## config.mk

```make
export PLATFORM = sky130hd
export DESIGN_NAME = aas_core
export DESIGN_NICKNAME = d
export VERILOG_FILES = /design/src/logic/aas_pkg.sv /design/src/logic/aas_alu_if.sv /design/src/logic/aas_addsub.sv /design/src/logic/aas_core.sv /design/src/logic/aas_tstate_timer.sv
export SDC_FILE = /design/constraint.sdc
export NUM_CORES = 1
export LEC_CHECK = 0
export ABC_AREA = 1
export BUFFER_PORTS_ARGS = -buffer_cell sky130_fd_sc_hd__buf_2
export CORE_MARGIN = 10
export CORE_UTILIZATION = 65
export DETAILED_ROUTE_END_ITERATION = 10
export GPL_TIMING_DRIVEN = 0
export PLACE_DENSITY_LB_ADDON = 0.15
export SLEW_MARGIN = 20
export SYNTH_ARGS = -nofsm -noshare
export SYNTH_HDL_FRONTEND = slang
export SYNTH_SLANG_ARGS = --single-unit
```

## constraint.sdc

```tcl
create_clock -name clk -period 11.85 [get_ports clk]
set_clock_uncertainty 0.15 [all_clocks]
set_input_delay 2.37 -clock clk [delete_from_list [all_inputs] [get_ports clk]]
set_output_delay 2.37 -clock clk [all_outputs]
set_load 0.005 [all_outputs]
```

## src/logic/aas_pkg.sv

```systemverilog
package aas_pkg;

  // Machine cycle lengths in clock cycles, one clock per state
  localparam logic [2:0] LEN_FETCH = 3'h4;
  localparam logic [2:0] LEN_MEM   = 3'h3;
  localparam logic [2:0] LEN_CALC  = 3'h5;
  // Cycle inside a read cycle where memory data is valid
  localparam logic [2:0] T_DATA    = 3'h2;

  // Opcodes and five-bit register-form patterns
  localparam logic [7:0] OPC_PFX_FIRST  = 8'hdd;
  localparam logic [7:0] OPC_PFX_SECOND = 8'hfd;
  localparam logic [7:0] OPC_ADD_IMM    = 8'hc6;
  localparam logic [7:0] OPC_ADC_IMM    = 8'hce;
  localparam logic [7:0] OPC_SUB_IMM    = 8'hd6;
  localparam logic [7:0] OPC_ADD_PTR    = 8'h86;
  localparam logic [7:0] OPC_ADC_PTR    = 8'h8e;
  localparam logic [7:0] OPC_SUB_PTR    = 8'h96;
  localparam logic [4:0] PAT_ADD_REG    = 5'h10;
  localparam logic [4:0] PAT_ADC_REG    = 5'h11;
  localparam logic [4:0] PAT_SUB_REG    = 5'h12;

  // Register field codes; 110 is the memory operand
  localparam logic [2:0] REG_B      = 3'h0;
  localparam logic [2:0] REG_C      = 3'h1;
  localparam logic [2:0] REG_D      = 3'h2;
  localparam logic [2:0] REG_E      = 3'h3;
  localparam logic [2:0] REG_H      = 3'h4;
  localparam logic [2:0] REG_L      = 3'h5;
  localparam logic [2:0] SLOT_FLAGS = 3'h6;
  localparam logic [2:0] REG_A      = 3'h7;

  // Condition word bit positions
  localparam int unsigned FLG_NEG   = 7;
  localparam int unsigned FLG_ZERO  = 6;
  localparam int unsigned FLG_NIB   = 4;
  localparam int unsigned FLG_OVF   = 2;
  localparam int unsigned FLG_SUB   = 1;
  localparam int unsigned FLG_CARRY = 0;
  localparam logic [7:0]  FLG_MASK  = 8'hd7;

  // Register map, byte addresses of 32-bit words
  localparam logic [7:0] OFS_GPR_LAST = 8'h1c;
  localparam logic [7:0] OFS_IX       = 8'h20;
  localparam logic [7:0] OFS_IY       = 8'h24;
  localparam logic [7:0] OFS_PC       = 8'h28;
  localparam logic [7:0] OFS_CTRL     = 8'h2c;
  localparam logic [7:0] OFS_STATUS   = 8'h30;
  localparam int unsigned CTRL_RUN    = 0;
  localparam int unsigned CTRL_STEP   = 1;
  localparam int unsigned STAT_BUSY   = 0;
  localparam int unsigned STAT_BAD    = 1;

  // Reset values
  localparam logic [7:0]  RST_GPR = 8'h00;
  localparam logic [15:0] RST_IDX = 16'h0000;
  localparam logic [15:0] RST_PC  = 16'h0000;

  typedef enum logic [1:0] {AAS_OP_ADD, AAS_OP_ADC, AAS_OP_SUB, AAS_OP_NONE} aas_op_t;
  typedef enum logic [1:0] {FORM_REG, FORM_IMM, FORM_PTR, FORM_IDX} aas_form_t;
  typedef enum logic [2:0] {ST_IDLE, ST_FETCH, ST_FETCH2, ST_DISP, ST_CALC, ST_READ} aas_state_t;

endpackage

```

## src/logic/aas_alu_if.sv

```systemverilog
`timescale 1ns/1ps
`default_nettype none
interface aas_alu_if;
  import aas_pkg::*;
  logic    [7:0] a;
  logic    [7:0] b;
  logic          cin;
  aas_op_t       op;
  logic    [7:0] res;
  logic    [7:0] flags;
  modport core (output a, output b, output cin, output op, input res, input flags);
  modport alu  (input a, input b, input cin, input op, output res, output flags);
endinterface // aas_alu_if
`default_nettype wire

```

## src/logic/aas_addsub.sv

```systemverilog
`timescale 1ns/1ps
`default_nettype none
module aas_addsub
  import aas_pkg::*;
(
  aas_alu_if.alu io
);

  logic       is_sub;
  logic       c0;
  logic [7:0] bx;
  logic [8:0] full;
  logic [4:0] nib;

  // Subtract as a plus inverted b plus one; borrows are inverted carries
  always_comb begin
    is_sub = (io.op == AAS_OP_SUB);
    c0     = is_sub | ((io.op == AAS_OP_ADC) & io.cin);
    bx     = is_sub ? ~io.b : io.b;
    full   = {1'b0, io.a} + {1'b0, bx} + {8'h00, c0};
    nib    = {1'b0, io.a[3:0]} + {1'b0, bx[3:0]} + {4'h0, c0};
    io.res = full[7:0];
    io.flags = 8'h00;
    io.flags[FLG_NEG]   = full[7];
    io.flags[FLG_ZERO]  = (full[7:0] == 8'h00);
    io.flags[FLG_NIB]   = is_sub ? ~nib[4] : nib[4];
    io.flags[FLG_OVF]   = (io.a[7] == bx[7]) && (full[7] != io.a[7]);
    io.flags[FLG_SUB]   = is_sub;
    io.flags[FLG_CARRY] = is_sub ? ~full[8] : full[8];
  end

endmodule // aas_addsub
`default_nettype wire

```

## src/logic/aas_core.sv

```systemverilog
// Notes on behaviour
// - Register field: 111 accumulator, 000-101 select B, C, D, E, H, L.
// - Pattern 10000 plus register field adds register into accumulator.
// - Opcode C6 adds literal byte; two machine cycles, seven states.
// - Opcode 86 adds byte addressed by pointer_pair; seven states.
// - DD 86 d adds byte at first_index_reg plus signed d; 19 states.
// - FD 86 d works the same using second_index_reg.
// - Negative and zero flags follow the result of every operation.
// - Add forms set nibble carry on carry out of bit 3.
// - Overflow flag set on overflow, cleared otherwise, all three operations.
// - Add forms: carry flag is carry out of bit 7, subtract flag cleared.
// - Add-with-carry adds operand plus carry_in_bit into accumulator.
// - Add-with-carry decodes 10001 r, CE n, 8E, DD/FD 8E d; register four states.
// - Subtract decodes 10010 r, D6 n, 96, DD/FD 96 d; accumulator minus operand.
// - Subtract sets nibble flag on borrow from bit 4.
// - Subtract sets subtract flag; carry flag shows borrow.
`timescale 1ns/1ps
`default_nettype none
module aas_core
  import aas_pkg::*;
(
  input  wire logic        clk,
  input  wire logic        rst,
  input  wire logic [7:0]  reg_addr,
  input  wire logic [31:0] reg_wdata,
  input  wire logic        reg_wr,
  input  wire logic        reg_rd,
  output logic      [31:0] reg_rdata,
  output logic      [15:0] mem_addr,
  output logic             mem_rd,
  input  wire logic [7:0]  mem_rdata,
  output logic      [7:0]  acc,
  output logic      [7:0]  cond_word,
  output logic             busy
);

  aas_state_t  state_q;
  aas_state_t  state_d;
  aas_form_t   form_q;
  aas_op_t     op_q;
  logic [7:0]  gpr_q [0:7];
  logic [15:0] ix_q;
  logic [15:0] iy_q;
  logic [15:0] pc_q;
  logic [15:0] rd_addr_q;
  logic [15:0] eff_addr;
  logic [7:0]  opc_q;
  logic [7:0]  disp_q;
  logic        idx_sel_q;
  logic        run_q;
  logic        step_q;
  logic        bad_q;
  logic        busy_q;
  logic [4:0]  cyc_q;
  logic [31:0] reg_rdata_q;
  logic [15:0] mem_addr_q;
  logic        mem_rd_q;
  logic [2:0]  len;
  logic [2:0]  tcnt;
  logic        last;
  logic        start;
  logic        is_pfx;
  logic        is_reg;
  logic        is_imm;
  logic        is_ptr;
  logic        fetch_last;
  logic        ends;
  logic        exec;
  logic        bad_evt;
  logic        issue;
  logic        idle_wr;
  logic        gpr_hit;

  aas_alu_if alu_bus ();

  aas_addsub u_alu (
    .io (alu_bus)
  );

  aas_tstate_timer u_timer (
    .clk   (clk),
    .rst   (rst),
    .hold  (state_q == ST_IDLE),
    .len   (len),
    .count (tcnt),
    .last  (last)
  );

  ////////////////////////////////////////////////////////////////////////////
  // Decode

  // Opcode decode
  // ADD, ADC and SUB patterns, index prefixes
  always_comb begin
    is_pfx = (opc_q == OPC_PFX_FIRST) || (opc_q == OPC_PFX_SECOND);
    is_reg = ((opc_q[7:3] == PAT_ADD_REG) || (opc_q[7:3] == PAT_ADC_REG) ||
              (opc_q[7:3] == PAT_SUB_REG)) && (opc_q[2:0] != SLOT_FLAGS);
    is_imm = (opc_q == OPC_ADD_IMM) || (opc_q == OPC_ADC_IMM) || (opc_q == OPC_SUB_IMM);
    is_ptr = (opc_q == OPC_ADD_PTR) || (opc_q == OPC_ADC_PTR) || (opc_q == OPC_SUB_PTR);
  end

  always_comb begin
    case (state_q)
      ST_DISP, ST_READ: len = LEN_MEM;
      ST_CALC:          len = LEN_CALC;
      default:          len = LEN_FETCH;
    endcase
  end

  assign start      = run_q | step_q;
  assign fetch_last = (state_q == ST_FETCH) && last;
  assign issue      = (state_q != ST_IDLE) && (state_q != ST_CALC) && (tcnt == 3'h0);
  assign exec    = (fetch_last && is_reg) || ((state_q == ST_READ) && last);
  assign bad_evt = (fetch_last && !is_pfx && !is_reg && !is_imm && !is_ptr) ||
                   ((state_q == ST_FETCH2) && last && !is_ptr);
  assign ends    = exec || bad_evt;
  assign eff_addr = (idx_sel_q ? iy_q : ix_q) + {{8{disp_q[7]}}, disp_q};

  always_comb begin
    state_d = state_q;
    case (state_q)
      ST_IDLE: begin
        if (start) begin
          state_d = ST_FETCH;
        end
      end
      ST_FETCH: begin
        if (last && is_pfx) begin
          state_d = ST_FETCH2;
        end else if (last && (is_imm || is_ptr)) begin
          state_d = ST_READ;
        end
      end
      ST_FETCH2: begin
        if (last && is_ptr) begin
          state_d = ST_DISP;
        end
      end
      ST_DISP: begin
        if (last) begin
          state_d = ST_CALC;
        end
      end
      ST_CALC: begin
        if (last) begin
          state_d = ST_READ;
        end
      end
      default: ;
    endcase
    if (ends) begin
      state_d = run_q ? ST_FETCH : ST_IDLE;
    end
  end

  always_ff @(posedge clk or posedge rst) begin
    if (rst) begin
      state_q <= ST_IDLE;
      busy_q  <= 1'b0;
    end else begin
      state_q <= state_d;
      busy_q  <= (state_d != ST_IDLE);
    end
  end

  ////////////////////////////////////////////////////////////////////////////
  // Sequencing

  // Operand source select into the adder
  // register field picks operand
  always_comb begin
    alu_bus.a   = gpr_q[REG_A];
    alu_bus.b   = (state_q == ST_READ) ? mem_rdata : gpr_q[opc_q[2:0]];
    alu_bus.cin = gpr_q[SLOT_FLAGS][FLG_CARRY];
    alu_bus.op  = (state_q == ST_FETCH) ? aas_op_t'(opc_q[4:3]) : op_q;
  end

  // Memory reads issue in the first state, data is back two states later
  always_ff @(posedge clk or posedge rst) begin
    if (rst) begin
      mem_rd_q   <= 1'b0;
      mem_addr_q <= RST_PC;
    end else begin
      mem_rd_q <= issue;
      if (issue) begin
        mem_addr_q <= (state_q == ST_READ) ? rd_addr_q : pc_q;
      end
    end
  end

  always_ff @(posedge clk or posedge rst) begin
    if (rst) begin
      opc_q  <= 8'h00;
      disp_q <= 8'h00;
    end else if (tcnt == T_DATA) begin
      if ((state_q == ST_FETCH) || (state_q == ST_FETCH2)) begin
        opc_q <= mem_rdata;
      end else if (state_q == ST_DISP) begin
        disp_q <= mem_rdata;
      end
    end
  end

  // Operand address, form and operation of the instruction under way
  always_ff @(posedge clk or posedge rst) begin
    if (rst) begin
      rd_addr_q <= RST_PC;
      form_q    <= FORM_REG;
      op_q      <= AAS_OP_ADD;
      idx_sel_q <= 1'b0;
    end else if (fetch_last) begin
      op_q      <= aas_op_t'(opc_q[4:3]);
      idx_sel_q <= (opc_q == OPC_PFX_SECOND);
      if (is_imm) begin
        rd_addr_q <= pc_q;
        form_q    <= FORM_IMM;
      end else if (is_ptr) begin
        rd_addr_q <= {gpr_q[REG_H], gpr_q[REG_L]};
        form_q    <= FORM_PTR;
      end else begin
        form_q    <= FORM_REG;
      end
    end else if ((state_q == ST_FETCH2) && last) begin
      op_q   <= aas_op_t'(opc_q[4:3]);
      form_q <= FORM_IDX;
    end else if ((state_q == ST_CALC) && last) begin
      rd_addr_q <= eff_addr;
    end
  end

  // States spent in the current instruction
  always_ff @(posedge clk or posedge rst) begin
    if (rst) begin
      cyc_q <= 5'h00;
    end else if ((state_d == ST_FETCH) && ((state_q == ST_IDLE) || ends)) begin
      cyc_q <= 5'h01;
    end else if (state_q != ST_IDLE) begin
      cyc_q <= cyc_q + 5'h01;
    end
  end

  ////////////////////////////////////////////////////////////////////////////
  // Register file and software port

  assign idle_wr = reg_wr && (state_q == ST_IDLE);
  assign gpr_hit = (reg_addr <= OFS_GPR_LAST) && (reg_addr[1:0] == 2'h0);

  // Register file writes only while idle so they never race the adder; control and status writes are taken while busy
  for (genvar gi = 0; gi < 8; gi++) begin : g_gpr
    always_ff @(posedge clk or posedge rst) begin
      if (rst) begin
        gpr_q[gi] <= RST_GPR;
      end else if (idle_wr && gpr_hit && (reg_addr[4:2] == 3'(gi))) begin
        gpr_q[gi] <= (3'(gi) == SLOT_FLAGS) ? (reg_wdata[7:0] & FLG_MASK) : reg_wdata[7:0];
      end else if (exec && (3'(gi) == REG_A)) begin
        gpr_q[gi] <= alu_bus.res;
      end else if (exec && (3'(gi) == SLOT_FLAGS)) begin
        gpr_q[gi] <= alu_bus.flags;
      end
    end
  end

  always_ff @(posedge clk or posedge rst) begin
    if (rst) begin
      ix_q <= RST_IDX;
      iy_q <= RST_IDX;
      pc_q <= RST_PC;
    end else begin
      if (idle_wr && (reg_addr == OFS_IX)) begin
        ix_q <= reg_wdata[15:0];
      end
      if (idle_wr && (reg_addr == OFS_IY)) begin
        iy_q <= reg_wdata[15:0];
      end
      if (idle_wr && (reg_addr == OFS_PC)) begin
        pc_q <= reg_wdata[15:0];
      end else if ((issue && (state_q != ST_READ)) || (fetch_last && is_imm)) begin
        pc_q <= pc_q + 16'h0001;
      end
    end
  end

  // Step request survives a start in the same cycle: set wins
  always_ff @(posedge clk or posedge rst) begin
    if (rst) begin
      run_q  <= 1'b0;
      step_q <= 1'b0;
      bad_q  <= 1'b0;
    end else begin
      if (reg_wr && (reg_addr == OFS_CTRL)) begin
        run_q <= reg_wdata[CTRL_RUN];
      end
      if (reg_wr && (reg_addr == OFS_CTRL) && reg_wdata[CTRL_STEP]) begin
        step_q <= 1'b1;
      end else if ((state_q == ST_IDLE) && start) begin
        step_q <= 1'b0;
      end
      if (bad_evt) begin
        bad_q <= 1'b1;
      end else if (reg_wr && (reg_addr == OFS_STATUS) && reg_wdata[STAT_BAD]) begin
        bad_q <= 1'b0;
      end
    end
  end

  always_ff @(posedge clk or posedge rst) begin
    if (rst) begin
      reg_rdata_q <= 32'h0000_0000;
    end else if (reg_rd) begin
      if (gpr_hit) begin
        reg_rdata_q <= {24'h00_0000, gpr_q[reg_addr[4:2]]};
      end else if (reg_addr == OFS_IX) begin
        reg_rdata_q <= {16'h0000, ix_q};
      end else if (reg_addr == OFS_IY) begin
        reg_rdata_q <= {16'h0000, iy_q};
      end else if (reg_addr == OFS_PC) begin
        reg_rdata_q <= {16'h0000, pc_q};
      end else if (reg_addr == OFS_CTRL) begin
        reg_rdata_q <= {30'h0000_0000, step_q, run_q};
      end else if (reg_addr == OFS_STATUS) begin
        reg_rdata_q <= {30'h0000_0000, bad_q, busy_q};
      end else begin
        reg_rdata_q <= 32'h0000_0000;
      end
    end
  end

  assign reg_rdata = reg_rdata_q;
  assign mem_addr  = mem_addr_q;
  assign mem_rd    = mem_rd_q;
  assign acc       = gpr_q[REG_A];
  assign cond_word = gpr_q[SLOT_FLAGS];
  assign busy      = busy_q;

  ////////////////////////////////////////////////////////////////////////////
  // Checks

  logic       chk_c0;
  logic [8:0] chk_sum;
  logic [8:0] chk_diff;
  logic [4:0] chk_nib;
  logic [9:0] chk_wide;
  logic       chk_ovf;

  // Independent reference arithmetic for the checks below
  always_comb begin
    chk_c0   = (alu_bus.op == AAS_OP_ADC) & alu_bus.cin;
    chk_sum  = {1'b0, alu_bus.a} + {1'b0, alu_bus.b} + {8'h00, chk_c0};
    chk_diff = {1'b0, alu_bus.a} - {1'b0, alu_bus.b};
    chk_nib  = {1'b0, alu_bus.a[3:0]} + {1'b0, alu_bus.b[3:0]} + {4'h0, chk_c0};
    chk_wide = (alu_bus.op == AAS_OP_SUB) ?
               ({alu_bus.a[7], alu_bus.a[7], alu_bus.a} - {alu_bus.b[7], alu_bus.b[7], alu_bus.b}) :
               ({alu_bus.a[7], alu_bus.a[7], alu_bus.a} + {alu_bus.b[7], alu_bus.b[7], alu_bus.b} +
                {9'h000, chk_c0});
    chk_ovf  = (chk_wide[8] != chk_wide[7]);
  end
endmodule // aas_core
`default_nettype wire

```

## src/logic/aas_tstate_timer.sv

```systemverilog
`timescale 1ns/1ps
`default_nettype none
module aas_tstate_timer
  import aas_pkg::*;
(
  input  wire logic       clk,
  input  wire logic       rst,
  input  wire logic       hold,
  input  wire logic [2:0] len,
  output logic      [2:0] count,
  output logic            last
);

  // Wraps on its own so back-to-back machine cycles need no restart
  always_ff @(posedge clk or posedge rst) begin
    if (rst) begin
      count <= 3'h0;
    end else if (hold || last) begin
      count <= 3'h0;
    end else begin
      count <= count + 3'h1;
    end
  end

  assign last = !hold && (count == (len - 3'h1));

endmodule // aas_tstate_timer
`default_nettype wire

```

==> results.md, run 1 <==
* Status: finished clean
* CTS Sinks at 188
* Yosys reg bits at between 150 and 200
* Fmax at roughly 0.22 GHz
* Post-DP Area at 12,300 um2
* Layout cells sized above 1 at 13.3%
* Maxcap violations at 0
* Mux cell area share after synthesis at 0%
* Reg area at 4700 um2
* CP max stage delay at 0.45 ns
* Yosys warns at 0
* CP max FO at 3
* Cell row count at 48
* Main combinational cell family by area after synthesis: simple AND/OR/NAND/NOR gates
* Initial antenna violation count at 1
* DRT antenna net count at 0
* Worst-Skew Late Latency at 0.45 ns
* Synth Instances at ~1,500
* Top_reg_cell synth: dfrtp_1
* Setup crit start kind: primary input
* Die Y at 153 um
* Reg2reg setup slack at 7.83 ns
* Post-synthesis xor/xnor area fraction at between 2 and 3%
* CTS tree: done
* Worst-Margin Slew at 0.849 ns
* Die ar. at around 23,000 um2
* Largest net degree at the start of global routing at 66
* CP max stage cell: fa_1
* Initial DRT Pass Iterations at 9
* CP Data Required Time at 12.09 ns
* Unique masters post-synth at between 50 and 60
* Synth Area in Simple Gates at 21.6%
* Synthesized area per cell at 7.61 um2
* IO buf count at 82
* Drt wl/cell at about 21 um
* Die width at ~150 um
* TNS Setup at 0 ns
* Post-CTS Resized at 0
* Final Critical Period at 4.64 ns
* Post-synth top area share at about two fifths
* Clk slew on worst S/H paths at ~0.080 ns
* RSZ-0062 raised after global routing: no
* Final count of hold timing violations at 0
* Final WL at 39,400 um
* CP arrival at 4.88 ns
* I/O pins at around 120
* Fill cell count at 1,339
* RD Place Congestion at a little over 1
* Vias post-DR at 11,800
* Post-CTS setup buffer count at 0
* Setup slack at placement at ~6.8 ns
* P&R area growth vs syn at 12.2%
* Design Power at a little under 3000 uW
* CTS root buf: clkbuf_16
* Adder-Cell Fraction of Synth Area at 3.36%
* Grt total ovfl at 0
* CP Capture Type: register
* Count leader, synth: nand2_1
* Initial Utilization at 66.4%
* Vias/cell at 6.32
* Core Area at 17,300 um2
* Final worst path period share at 39.1%
* Layout net count at 1,710
* Slew Viols, Final at 0
* Pleak at 0.00617 uW
* H-tree levels at 4
* CP cell instances: buf_2 -> inv_1 -> o21ai_0 -> xor2_1 -> fa_1 -> fa_1 -> o21ai_0 -> xor2_1 -> nor3_1 -> nand4_1 -> nand2_1
* Area of the multi-input gates at 5730 um2
* Post-synthesis compound-gate area fraction at 21.6%
* Worst relative slew slack at 43.4%
* EDFF count, synth at 0
* Min-Delay Path Depth at 2
* Starting DRT DRC Count at roughly 1,600
* CTS Buf Count at 17
* Power per Cell Area at about 230 nW/um2
* Wire length of the first global-routing pass at 61,700 um
* Layout Cell Area excl Fill at between 10,000 and 15,000 um2
* Mapped cell area at roughly 11,000 um2
* GR Util All Layers at around 33%
* Setup violators final at 0
* Synth area leaders: dfrtp_1, nand2_1, o21ai_0
* Asr flop ratio synth at 100%
* DP HPWL at around 30,000 um
* DR DRC count at 0
* Final WS setup at 7.21 ns
* Vias in the first global route at around 11,000
* CTS max path bufs at 2
* Commonest cells in the netlist: nand2_1, o21ai_0, dfrtp_1
* Crit Path Class: in2reg
* Post-CTS Hold Buffers at 0
* Worst Hold Class: reg2reg
* Worst R2R Path Depth at 14
* Post-synth top area cell: dfrtp_1
* Max VDD drop at 0.000264 V
* Sequential share of the synthesized area at 41.0%
sequential cells by signal, summed over array words and instances, names as in the netlist, 8 cells and up:
register / cells
acc: 8
disp_q: 8
gpr_q: 48
ix_q: 16
iy_q: 16
mem_addr: 16
opc_q: 8
pc_q: 16
rd_addr_q: 16
reg_rdata: 16
through the flow:
step           hold slack (ns)  instances  util [%]
2_1_floorplan            0.294       1526         -
3_3_place_gp             0.309       1833      70.8
3_5_place_dp             0.316       1835      71.1
4_1_cts                  0.335       1867      74.5
5_1_grt                  0.355       1867      74.5
6_report                 0.335       1868      74.5
critical path, delay by kind of cell:
family,cells,cell delay (ns)
buf+inv,2,0.25
fa+ha+maj,2,0.89
xor+xnor,2,0.34
compound gates,2,0.55
simple gates,3,0.48
metal layers:
metal / global-route usage [%] / share of wire, %
met1: 41.2 / 37
met2: 52.2 / 46
met3: 6.57 / 11
met4: 17.8 / 6.0
met5: 0 / 0
area by class of cell:
cell class / instances / area share, %
sequential: 188 / 36.5
inverter: 152 / 4.53
timing repair buffer: 84 / 3.61
clock inverter: 15 / 1.17
clock buffer: 17 / 3.30
buffer: 97 / 4.16
tap: 225 / 2.19
multi-input combinational: 1089 / 44.5
antenna: 1 / 0.0194
where the power goes:
part | internal, uW | switching, uW
combinational | 500 | 920
clock | 281 | 291
sequential | 773 | 139
cell usage in the layout, fill, tap and decap left out, drive strengths merged:
cell and n:
xor2 30, o311ai 2, a221oi 7, o2111ai 13, o21a 1, nand3b 3
xnor2 6, nor3 10, o21ai 258, a31oi 11, nor3b 1, o22ai 11
dfrtp 188, buf 138, conb 18, o31ai 2, diode 1, nand4 18
a32o 1, clkinvlp 3, a31o 1, a21o 3, nand2 350, fa 3
o211ai 24, or2 2, o221ai 11, nand3 69, a22oi 16, clkinv 5
clkbuf 60, ha 26, inv 159, nor2 116, o21bai 4, nor4 1
a21oi 71
kinds of logic after synthesis:
| family | Yosys count |
|---|---|
| DFF | 188 |
| xor gates and xnor gates | 36 |
| other | 1 |
| AOI/OAI and AO/OA | 436 |
| and+or+nand+nor | 570 |
| adders and majority gates | 29 |
| buffers and inverters | 249 |
final timing paths:
kind | start | end
max in group asynchronous | rst | reg_rdata[5]
setup / recovery | mem_rdata[0] | cond_word[6]
setup reg to reg | opc_q[1] | cond_word[6]
hold reg to reg | reg_rdata[12] | reg_rdata[12]
min in group asynchronous | rst | u_timer.count[1]
hold / removal | reg_rdata[12] | reg_rdata[12]
No activity file was read; power rests on OpenSTA's default activity.
==> run 2, diff against run 1 <==
Settings changed: CORE_UTILIZATION 65 to 60.
Clock period 11.85 ns to 4.5 ns, I/O delays scaled along.
==> results.md, run 2 (same netlist as run 1, synthesis figures left out) <==
* Final count of hold timing violations at 0
* Post-CTS Resized at 0
* CP Data Required Time at about 4.7 ns
* Power per Cell Area at 600 nW/um2
* Most common cell after layout, fill and taps aside: nand2_1
* CP max FO at 10
* Fmax at 0.249 GHz
* Post-CTS setup buffer count at 0
* Ant. Diodes at 0
* Setup slack at placement at 0.597 ns
* Wire length of the first global-routing pass at 62,400 um
* Vias/cell at 6.14
* Die ar. at 25,100 um2
* DR DRC count at 0
* FF-to-FF Start: state_q[2]
* Core Area at 18,800 um2
* Worst-Skew Late Latency at 0.45 ns
* CTS Sinks at around 190
* CTS root buf: clkbuf_16
* TNS Setup at 0 ns
* Final Critical Period at between 4 and 5 ns
* Layout cells sized above 1 at 13.5%
* Vias in the first global route at 11,100
* RSZ-0062 raised after global routing: no
* Worst-Margin Slew at 0.781 ns
* RD Place Congestion at 1.01
* Pleak at 0.00622 uW
* Crit Path Class: reg2reg
* Worst Hold Class: in2async
* Initial Utilization at 61.2%
* Drt wl/cell at 21.3 um
* Max VDD drop at 0.000937 V
* DRT antenna net count at 0
* Worst R2R Path Depth at 14
* Reg2reg setup slack at roughly 0.49 ns
* FF-to-FF End: cond_word[6]
* Setup violators final at 0
* GR Util All Layers at 32.3%
* Initial antenna violation count at 0
* Layout net count at 1,714
* Die Y at 158 um
* Final WS setup at approximately 0.5 ns
* Setup crit start kind: register
* CP arrival at 4.25 ns
* H-tree levels at 4
* I/O pins at ~120
* Maxcap violations at 0
* P&R area growth vs syn at 13.1%
* IO buf count at 82
* Clk slew on worst S/H paths at 0.08 ns
* Grt total ovfl at 0
* CTS tree: done
* DP HPWL at 30,500 um
* CTS Buf Count at 17
* Biggest register: gpr_q
* CP Capture Type: register
* Commonest cells after routing, fill and taps aside: nand2_1, o21ai_0, dfrtp_1
* Hold Slack at about 0.29 ns
* Max FFs per register at between 40 and 50
* Largest net degree at the start of global routing at 32
* Final WL at 40,000 um
* Status: finished clean
* Starting DRT DRC Count at 1,396
* Initial DRT Pass Iterations at 8
* Cell row count at 50
* Worst relative slew slack at 47.9%
* CTS max path bufs at 2
* Slew Viols, Final at 0
* Die width at 158 um
* Vias post-DR at 11,500
* Post-CTS Hold Buffers at 0
* Final worst path period share at about nine tenths
[run 2: cell types whose count changed in the layout (fill, tap and decap cells not counted), sizes merged]
| cell | change |
|---|---|
| buf | +4 |
| clkinv | -4 |
| bufinv | +3 |
| clkbuf | +2 |
| inv | -2 |
| clkinvlp | +1 |
| diode | -1 |
[run 2: cell type report]
type                    count  area, um2
flip-flops and latches    188       4700
repair buffers             88        531
clock inverters            13        176
clock buffers              19        443
plain buffers              97        536
multi-input cells        1089       5730
inverters                 152        579
well taps                 234        293
fillers                  1643       5770
[run 2: how the worst max path moves through the flow]
stage	start	end	slack (ns)	cells past startpoint
2_1_floorplan	rst	acc[0]	1.03	1
3_3_place_gp	rst	gpr_q[36]	-0.11	2
3_5_place_dp	opc_q[1]	cond_word[0]	0.60	16
4_1_cts	state_q[2]	cond_word[6]	0.57	14
5_1_grt	state_q[2]	cond_word[6]	0.24	14
6_report	state_q[2]	cond_word[6]	0.49	14
[run 2: stage by stage]
step	power, uW	std cells	util, %	area [um2]
2_1_floorplan	4970	1526	-	11600
3_3_place_gp	5980	1842	65.3	12300
3_5_place_dp	6080	1848	65.9	12400
4_1_cts	7700	1880	69.2	13000
5_1_grt	8300	1880	69.2	13000
6_report	7790	1880	69.2	13000
[run 2: where the power goes]
group	leakage, uW	switching (uW)	total (uW)	internal (uW)
Combinational	0.00343	2430	3750	1320
Sequential	0.00249	367	2400	2040
Clock	0.000294	731	1640	905
Total	0.00622	3530	7790	4260
[run 2: worst max-delay path: stages, from the launching register on]
cell,delay [ns]
dfrtp_1,0.32
buf_4,0.19
nand2_1,0.11
nor2_2,0.34
inv_2,0.17
clkbuf_1,0.33
o21ai_0,0.30
xor2_1,0.12
fa_1,0.43
fa_1,0.45
o21ai_0,0.42
xor2_1,0.15
nor3_1,0.22
nand4_1,0.15
nand2_1,0.09
[run 2: layer usage]
layer	vias to the layer above	global-route usage (%)	share of wire, %
met4	0	16.2	5.1
met2	624	53.1	48
li1	5298	-	-
met1	5477	39.9	39
met5	-	0	0
met3	150	6.31	8.0
